**src/include/ssm_pkg.sv**
```systemverilog
// Package: offsets, field positions, reset values and carriers of the socket status/mask bank
package ssm_pkg;

   // ==========================================================================
   // Register byte offsets
   localparam logic [5:0]  SSM_OFF_EVENT    = 6'h00;        // Sticky socket event flags
   localparam logic [5:0]  SSM_OFF_MASK     = 6'h04;        // socket_interrupt_mask
   localparam logic [5:0]  SSM_OFF_STATE    = 6'h08;        // socket_live_state
   localparam logic [5:0]  SSM_OFF_FORCE    = 6'h0C;        // Force-event, write only

   // ==========================================================================
   // Mask and event field positions
   localparam int          SSM_PWR_BIT      = 3;            // Power cycle
   localparam int          SSM_CD_HI_BIT    = 2;            // Card detect two
   localparam int          SSM_CD_LO_BIT    = 1;            // Card detect one
   localparam int          SSM_CST_BIT      = 0;            // Card status change
   localparam int          SSM_MASK_W       = 4;            // Implemented mask width
   localparam logic [3:0]  SSM_MASK_RESET   = 4'h0;         // All events masked

   // ==========================================================================
   // Present-state field positions
   localparam int          SSM_ST_FUT_Y     = 31;           // socket_supplies_future_y
   localparam int          SSM_ST_FUT_X     = 30;           // socket_supplies_future_x
   localparam int          SSM_ST_LOW_V     = 29;           // socket_supplies_low_volt
   localparam int          SSM_ST_HIGH_V    = 28;           // socket_supplies_high_volt
   localparam int          SSM_ST_ZV        = 27;           // zoomed_video_capable
   localparam int          SSM_ST_CARD_LO   = 11;           // card_accepts_low_volt, 12 = x, 13 = y
   localparam int          SSM_ST_PWR       = 3;            // socket_powered_flag
   localparam int          SSM_ST_DET2      = 2;            // detect_two_level
   localparam int          SSM_ST_DET1      = 1;            // detect_one_level
   localparam int          SSM_ST_CST       = 0;            // card_status_level
   localparam logic [31:0] SSM_STATE_FIXED  = 32'h3000_0000; // Socket supply capability bits

   // ==========================================================================
   // Pin synchroniser
   localparam int          SSM_SYNC_STAGES  = 3;            // Flip-flops per pin
   localparam int          SSM_PINS         = 3;            // 0 detect one, 1 detect two, 2 status

   // ==========================================================================
   // Carriers
   typedef struct packed {
      logic        wr;                                      // Write strobe, one cycle
      logic        rd;                                      // Read strobe, one cycle
      logic [5:0]  addr;                                    // Byte offset
      logic [31:0] wdata;                                   // Write data
   } ssm_bus_req_t;

   typedef struct packed {
      logic        busy;                                    // Card identification running
      logic        insert_done;                             // Pulse: identification finished
      logic [2:0]  card_volts;                              // {future_y, future_x, low_volt}
      logic        cardbus;                                 // Card in socket is CardBus
   } ssm_ident_t;

   typedef struct packed {
      logic [SSM_PINS-1:0] sync0;                           // First synchroniser stage
      logic [SSM_PINS-1:0] sync1;                           // Second stage
      logic [SSM_PINS-1:0] sync2;                           // Third stage
      logic [SSM_PINS-1:0] lvl;                             // Filtered pin levels
      logic [1:0]          det_rep;                         // Reported detect levels
      logic                pwr_prev;                        // Last socket power state
      logic [3:0]          mask;                            // Interrupt enables
      logic [3:0]          event_f;                         // Sticky event flags
      logic                zv;                              // Zoomed video capable
      logic [2:0]          card_v;                          // Card voltage support
      logic [31:0]         rdata;                           // Read data
      logic                irq;                             // Status change interrupt
   } ssm_state_t;

   localparam ssm_state_t  SSM_STATE_RESET  = '0;           // Everything clear after reset

endpackage : ssm_pkg

```
**src/ssm_regs.sv**
```systemverilog
// Socket interrupt mask and live-state registers with event flags and interrupt
`timescale 1ns/1ps
`default_nettype none

module ssm_regs (
   input  wire logic                  i_clk,                       // 10 MHz host bus clock
   input  wire logic                  i_rst_n,                     // Synchronous reset, active low
   input  wire ssm_pkg::ssm_bus_req_t i_bus,                       // Register access request
   input  wire ssm_pkg::ssm_ident_t   i_ident,                     // Card identification results
   input  wire logic                  i_card_detect_one_n,         // Detect pin one, asynchronous
   input  wire logic                  i_card_detect_two_n,         // Detect pin two, asynchronous
   input  wire logic                  i_card_status_change,        // Card status pin, asynchronous
   input  wire logic                  i_socket_powered,            // Power state from socket control
   output logic [31:0]                o_rdata,                     // Read data, cycle after rd
   output logic                       o_status_change_interrupt    // Level interrupt
);
   import ssm_pkg::*;

   // ==========================================================================
   // Decoding helpers
   // Builds the live-state word from the current state
   function automatic logic [31:0] state_word(input ssm_state_t s);
      logic [31:0] w;
      w = SSM_STATE_FIXED;
      w[SSM_ST_ZV] = s.zv;
      w[SSM_ST_CARD_LO +: 3] = s.card_v;
      w[SSM_ST_PWR] = s.pwr_prev;
      w[SSM_ST_DET2] = s.det_rep[1];
      w[SSM_ST_DET1] = s.det_rep[0];
      w[SSM_ST_CST] = s.lvl[2];
      return w;
   endfunction : state_word

   // Register read multiplexer; unmapped and write-only offsets read zero
   function automatic logic [31:0] read_word(input ssm_state_t s, input logic [5:0] a);
      logic [31:0] w;
      w = 32'h0000_0000;
      unique case (a)
         SSM_OFF_EVENT: w[3:0] = s.event_f;
         SSM_OFF_MASK:  w[3:0] = s.mask;
         SSM_OFF_STATE: w = state_word(s);
         default:       w = 32'h0000_0000;
      endcase
      return w;
   endfunction : read_word

   // ==========================================================================
   // State
   ssm_state_t q;                                                  // Registered state
   ssm_state_t d;                                                  // Next state
   logic       wr_mask;                                            // Mask register write
   logic       wr_force;                                           // Force register write
   logic [3:0] clr;                                                // Write-one-to-clear bits
   logic [3:0] hw_set;                                             // Hardware detected events
   logic [3:0] irq_en;                                             // Per-flag interrupt enable

   // ==========================================================================
   // Next-state logic
   always_comb begin
      d        = q;
      wr_mask  = i_bus.wr && (i_bus.addr == SSM_OFF_MASK);
      wr_force = i_bus.wr && (i_bus.addr == SSM_OFF_FORCE);
      clr      = (i_bus.wr && (i_bus.addr == SSM_OFF_EVENT)) ? i_bus.wdata[3:0] : 4'h0;

      // Three-stage pin synchronisers; a change counts once stages two and three agree
      d.sync0 = {i_card_status_change, i_card_detect_two_n, i_card_detect_one_n};
      d.sync1 = q.sync0;
      d.sync2 = q.sync1;
      for (int i = 0; i < SSM_PINS; i++) begin
         if (q.sync1[i] == q.sync2[i]) begin
            d.lvl[i] = q.sync2[i];
         end
      end

      // Detect levels freeze while the card is being identified, as the pins are reused then
      if (!i_ident.busy) begin
         d.det_rep = d.lvl[1:0];
      end

      d.pwr_prev = i_socket_powered;

      // Voltage support latched only at insertion or by a forced write
      if (i_ident.insert_done) begin
         d.card_v = i_ident.card_volts;
      end
      if (wr_force) begin
         d.card_v = i_bus.wdata[SSM_ST_CARD_LO +: 3];
         d.zv     = i_bus.wdata[SSM_ST_ZV];
      end

      // Hardware events; status pin edge sense depends on card type
      hw_set[SSM_PWR_BIT]   = (i_socket_powered != q.pwr_prev);
      hw_set[SSM_CD_HI_BIT] = (d.det_rep[1] != q.det_rep[1]);
      hw_set[SSM_CD_LO_BIT] = (d.det_rep[0] != q.det_rep[0]);
      hw_set[SSM_CST_BIT]   = i_ident.cardbus ? (d.lvl[2] & ~q.lvl[2])
                                              : (d.lvl[2] ^ q.lvl[2]);

      // Set beats clear so an event in the clearing cycle survives; mask is not consulted
      d.event_f = (q.event_f & ~clr) | hw_set | (wr_force ? i_bus.wdata[3:0] : 4'h0);

      // Only the four mask bits are stored
      if (wr_mask) begin
         d.mask = i_bus.wdata[SSM_MASK_W-1:0];
      end

      // Reserved detect mask codes 01 and 10 are treated as disabled
      irq_en[SSM_PWR_BIT]   = q.mask[SSM_PWR_BIT];
      irq_en[SSM_CD_HI_BIT] = q.mask[SSM_CD_HI_BIT] & q.mask[SSM_CD_LO_BIT];
      irq_en[SSM_CD_LO_BIT] = q.mask[SSM_CD_HI_BIT] & q.mask[SSM_CD_LO_BIT];
      irq_en[SSM_CST_BIT]   = q.mask[SSM_CST_BIT];
      d.irq = |(q.event_f & irq_en);

      if (i_bus.rd) begin
         d.rdata = read_word(q, i_bus.addr);
      end
   end

   // ==========================================================================
   // State register
   always_ff @(posedge i_clk) begin
      if (!i_rst_n) begin
         q <= SSM_STATE_RESET;
      end else begin
         q <= d;
      end
   end

   assign o_rdata                   = q.rdata;
   assign o_status_change_interrupt = q.irq;
endmodule : ssm_regs

`default_nettype wire

```
**config.mk**
```make
export PLATFORM = sky130hd
export DESIGN_NAME = ssm_regs
export DESIGN_NICKNAME = d
export VERILOG_FILES = /design/src/include/ssm_pkg.sv /design/src/ssm_regs.sv
export SDC_FILE = /design/constraint.sdc
export NUM_CORES = 1
export LEC_CHECK = 0
export BUFFER_PORTS_ARGS = -buffer_cell sky130_fd_sc_hd__buf_2
export CORE_ASPECT_RATIO = 0.5
export CORE_MARGIN = 3
export CORE_UTILIZATION = 45
export DETAILED_ROUTE_END_ITERATION = 6
export PLACE_DENSITY = 0.78
export SLEW_MARGIN = 10
export SYNTH_ARGS = -nofsm -noshare
export SYNTH_HDL_FRONTEND = slang
export SYNTH_SLANG_ARGS = --single-unit
```
**constraint.sdc**
```tcl
create_clock -name i_clk -period 3.4 [get_ports i_clk]
set_clock_uncertainty 0.1 [all_clocks]
set_input_delay 0.51 -clock i_clk [delete_from_list [all_inputs] [get_ports i_clk]]
set_output_delay 0.51 -clock i_clk [all_outputs]
set_load 0.01 [all_outputs]
```
# Yosys cells after proc, flatten, opt, wreduce, memory -nomap -nowiden
# Cells that the tools add are included.
# op_classes
bitwise,9
eq_ne,9
n_reduce_logical,6
muxes,11
# op_table
op,n
$mux 26,1
$eq 6x4->1 const B,2
$pmux 4 s3,1
$and 4x4->4,2
$mux 4,2
$or 4x4->4,2
$eq 6x3->1 const B,1
$logic_not 6->1,1
$mux 3,2
$mux 1,4
$not 4->4,1
$reduce_or 4->1,1
$eq 1x1->1,3
$logic_and 1x1->1,3
$ne 1x1->1,3
$and 1x1->1,2
$mux 2,1
$reduce_bool 2->1,1
$not 1->1,1
$xor 1x1->1,1
# word_totals
reg_bits,60
out_inout_bits,33

# Depth between registers and ports, before layout
# depth
word_depth,7
mapped_depth,5
ltp_nobuf,5

# Worst setup path after synthesis
# No wires, ideal clock.
# synth_path
path_type,input to register
start,in i_bus[33] (netlist name)
end,reg q[38] (netlist name)
arrival_ps,1589
path_slack_ps,1632
stages,4
setup_time_ps,79
n_path_buf,1
path_cell_list,or4_1 -> buf_2 -> or3_1 -> o211ai_1
# synth_via
elab_chain_len,7
elab_cells_between_ends,10
classes_between,eq/ne (1); mux (2); bitwise (4); reduce/logical (3)
# synth_rtl
element,line,rtl
from (decl),ssm_regs.sv:8,"input wire ssm_pkg::ssm_bus_req_t i_bus,"
$logic_not 6->1,ssm_regs.sv:63,clr = (i_bus.wr && (i_bus.addr == SSM_OFF_EVENT)) ? i_bus.wdata[3:0] : 4'h0;
$logic_and 1x1->1,ssm_regs.sv:63,
$mux 4,ssm_regs.sv:63,
$not 4->4,ssm_regs.sv:99,d.event_f = (q.event_f & ~clr) | hw_set | (wr_force ? i_bus.wdata[3:0] : 4'h0);
$and 4x4->4,ssm_regs.sv:99,
$or 4x4->4,ssm_regs.sv:99,
$or 4x4->4 *,ssm_regs.sv:99,
to (signal assigned),ssm_regs.sv:122,q <= SSM_STATE_RESET;
to (signal assigned),ssm_regs.sv:124,q <= d;
to (decl),ssm_regs.sv:49,ssm_state_t q;
# Every way passes the cells marked *; elsewhere a longest branch is shown, timed or not.
# A chain may end at the register's enable or synchronous reset.

# Worst setup path after layout
# Same ends and word-level chain as after synthesis.

==> implementation parameters <==
Parameter                              Value

Detailed routing
  Remaining DRCs    0
  Antenna viol nets, final    0
  Via density per instance    5.06
  WL per Instance    12.7 um
  Wire length reported by the detailed router    3430 um
  Detailed-routing iteration count for the pre-antenna-repair pass    4
  Total vias in the final route    1367
  DRT iter0 DRCs    128

Yosys
  Count of yosys warnings during synthesis    0
  Mapped cell area    1770 um^2
  Number of synthesized flops with an enable pin    0
  Largest cells by area after synthesis    dfxtp_1 (42%), buf_4 (14%), mux2i_1 (6.8%), and2_1 (4.6%), nand2_1 (3.4%)
  Number of library cell types mapped by synthesis    38
  Share of async-settable or async-resettable flops after synthesis    0%
  Synth Flop Type    dfxtp_1
  Post-Synthesis Mean Instance Area    9.17 um^2
  Total of flip-flops plus latches after synthesis    37
  Share of synthesized area occupied by flip-flops and latches    41.8%
  Share of Yosys cell area claimed by the top area cell type    41.8%
  Gate Count Post-Synth    193
  Commonest cells in the synthesized netlist    dfxtp_1 (37), buf_4 (32), nand2_1 (16)
  Count leader, synth    dfxtp_1
  Top cell type by total area after synthesis    dfxtp_1

Final layout
  Layout Area Growth over Synthesis    7.92%
  Diodes inserted    0
  Total non-filler cell area in the finished layout    1910 um^2
  Fraction of layout instances using a drive strength above 1    20.5%
  Nets    271
  Layout fillers    355

Worst setup path
  Kind of critical path    primary input to flop
  Count of cells along the worst register-to-register path    5
  CP Depth    4
  Cells along the critical path    buf_2, or4_1, or3_1, o211ai_1
  Startpoint of the most critical register-to-register path    q[50]
  Required time worst endpoint    3.51 ns
  CP Buf/Inv Count    1
  Critical Path Fanout Max    7
  Delay of the slowest cell on the worst path    0.67 ns
  Worst path top cell family by delay    simple AND/OR/NAND/NOR gates
  Cell type of the slowest stage on the worst timing path    or4_1
  Crit. Startpoint    i_bus[33]
  Arrival @ worst endpoint    1.79 ns
  Crit end category    flop
  Critical register-to-register path endpoint    q[37]
  Register-to-register setup slack    1.78 ns
  Crit start category    primary input
  Worst setup path endpoint    q[38]

Floorplanning
  Starting density of the core    49.1%
  Height of the die    50.4 um
  Top Ports    85
  Area of the die    4770 um^2
  Core region area    3600 um^2
  Die Wd    94.7 um
  Number of rows created at floorplan    15

Clock tree
  Clock transition at the register clock pins on the worst setup and hold paths after CTS    0.07 ns
  Library cell used as clock root buffer    clkbuf_8
  Clock sink count    37
  Worst-case clock buffer depth    2
  Total CTS buffers    5
  Number of levels in the clock H-tree    2
  Clock tree from TritonCTS    yes
  Count of hold buffers inserted by post-cts repair    0
  Post-CTS Setup Inserts    0
  Skew-Pair Late Insertion Delay    0.28 ns
  Number of gates resized after cts    0

Timing
  Hold Fails Final Rpt    0
  Final worst setup slack    1.72 ns
  Final max-slew violation count    0
  Setup TNS    0 ns
  Setup repair after global routing missed its margin    false
  Total of endpoints with negative setup slack in the final report    0
  Tightest hold margin    0.329 ns
  Min Clock Period, post-route    1.68 ns
  Rel. slew slack    59.0%
  Highest achievable clock rate    594 MHz
  Share of the clock period used by the worst path    49.5%
  Worst-Margin Slew    0.613 ns

Flow run
  Number of max-capacitance violations reported    0

GRT
  Total global routing overflow    0
  Overall fraction of global-route tracks in use    14.6%
  First-pass GRT wire length    5330 um
  Vias in the first global route    1212
  Pin count of the biggest net entering global routing    31
  Initial antenna violation count    0

Run status
  Status    finished clean

Power and ir drop
  Int Pwr    0.620 mW
  PD cells    426 nW/um^2
  Switching fraction of total power    23.8%
  Net Sw Power    0.194 mW
  Clock network power share    35.3%
  Sequential cell fraction of total power    55.4%
  Worst IR Drop VDD    0.183 mV
  Leakage power    0.840 nW
  Combinational share of power    9.3%

Placement
  Setup Slack @ Placement    1.42 ns
  DP Area    1830 um^2
  Port-buffer cells    38
  Detailed placer's ending HPWL    2470 um
  GPL Wtd Cong    0.826

Hold path
  Min-delay worst type    primary input to flop
==> layout make-up <==
class / instances / area [um^2] / area share [%]
multi-input cells: 132 / 817 / 42.8
repair buffers: 39 / 198 / 10.3
clock buffers: 8 / 80.1 / 4.19
flip-flops and latches: 37 / 741 / 38.8
well taps: 51 / 63.8 / 3.34
inverters: 3 / 11.3 / 0.589
==> logic make-up (layout without fill, tap and decap cells) <==
| kind of cell | count (synthesis) | after routing | share of synthesized area (%) |
|---|---|---|---|
| other | 1 | 22 | 0.212 |
| AOI/OAI and AO/OA | 31 | 31 | 12.4 |
| DFF | 37 | 37 | 41.8 |
| adders and majority gates | 4 | 4 | 2.40 |
| muxes | 12 | 12 | 6.78 |
| buffers and inverters | 45 | 50 | 16.5 |
| xor gates and xnor gates | 3 | 3 | 1.48 |
| and+or+nand+nor | 60 | 60 | 18.4 |
==> sequential cells by signal (all words and copies together) (netlist names) <==
register                   flops
irq_en                         2
o_status_change_interrupt      1
d                              6
q                             19
o_rdata                        9
==> cell usage in the layout (no fill, tap or decap), types with 4 or more instances in the layout <==
master     count
a21oi_1        7
a2bb2oi_1      4
and2_1        13
buf_2         38
clkbuf_8       5
conb_1        22
dfxtp_1       37
mux2i_1       12
nand2_1       16
nand2b_1       6
nand4_1        6
nor2_1         4
o21ai_1        6
==> stage by stage <==
stage                     util, %  power (mW)  cells
after floorplan                 -       0.527    214
after global placement       50.8       0.532    262
after detailed placement     50.8       0.535    262
after CTS                    53.0       0.819    270
after global routing         53.0       0.848    270
final                        53.0       0.814    270
==> metal layers <==
layer	up-vias	wire length [um]	global-route usage [%]	share of wire, %
met5	-	0	0	0
met4	0	44	7.66	1.3
met3	5	387	4.94	11
met2	79	1620	24.3	47
met1	615	1370	16.7	40
li1	668	-	-	-
==> how the worst min path moves through the flow <==
stage                         start     to  slack (ns)  depth (start not counted)
2_1_floorplan                 d[54]  d[51]        0.31                          1
3_3_place_gp                  d[56]  d[53]        0.31                          1
3_5_place_dp                  d[54]  d[51]        0.32                          1
4_1_cts        i_card_status_change  d[56]        0.32                          2
5_1_grt        i_card_status_change  d[56]        0.32                          2
6_report        i_card_detect_one_n  d[54]        0.33                          2
==> power groups by stage <==
| stage | combinational [mW] | sequential [mW] | clock, mW |
|---|---|---|---|
| after detailed placement | 0.0746 | 0.460 | 0 |
| after global placement | 0.0725 | 0.460 | 0 |
| after global routing | 0.0848 | 0.451 | 0.312 |
| final | 0.0757 | 0.451 | 0.288 |
| after floorplan | 0.0687 | 0.459 | 0 |
| after CTS | 0.0750 | 0.451 | 0.293 |
Power figures use the tool's default switching activity.
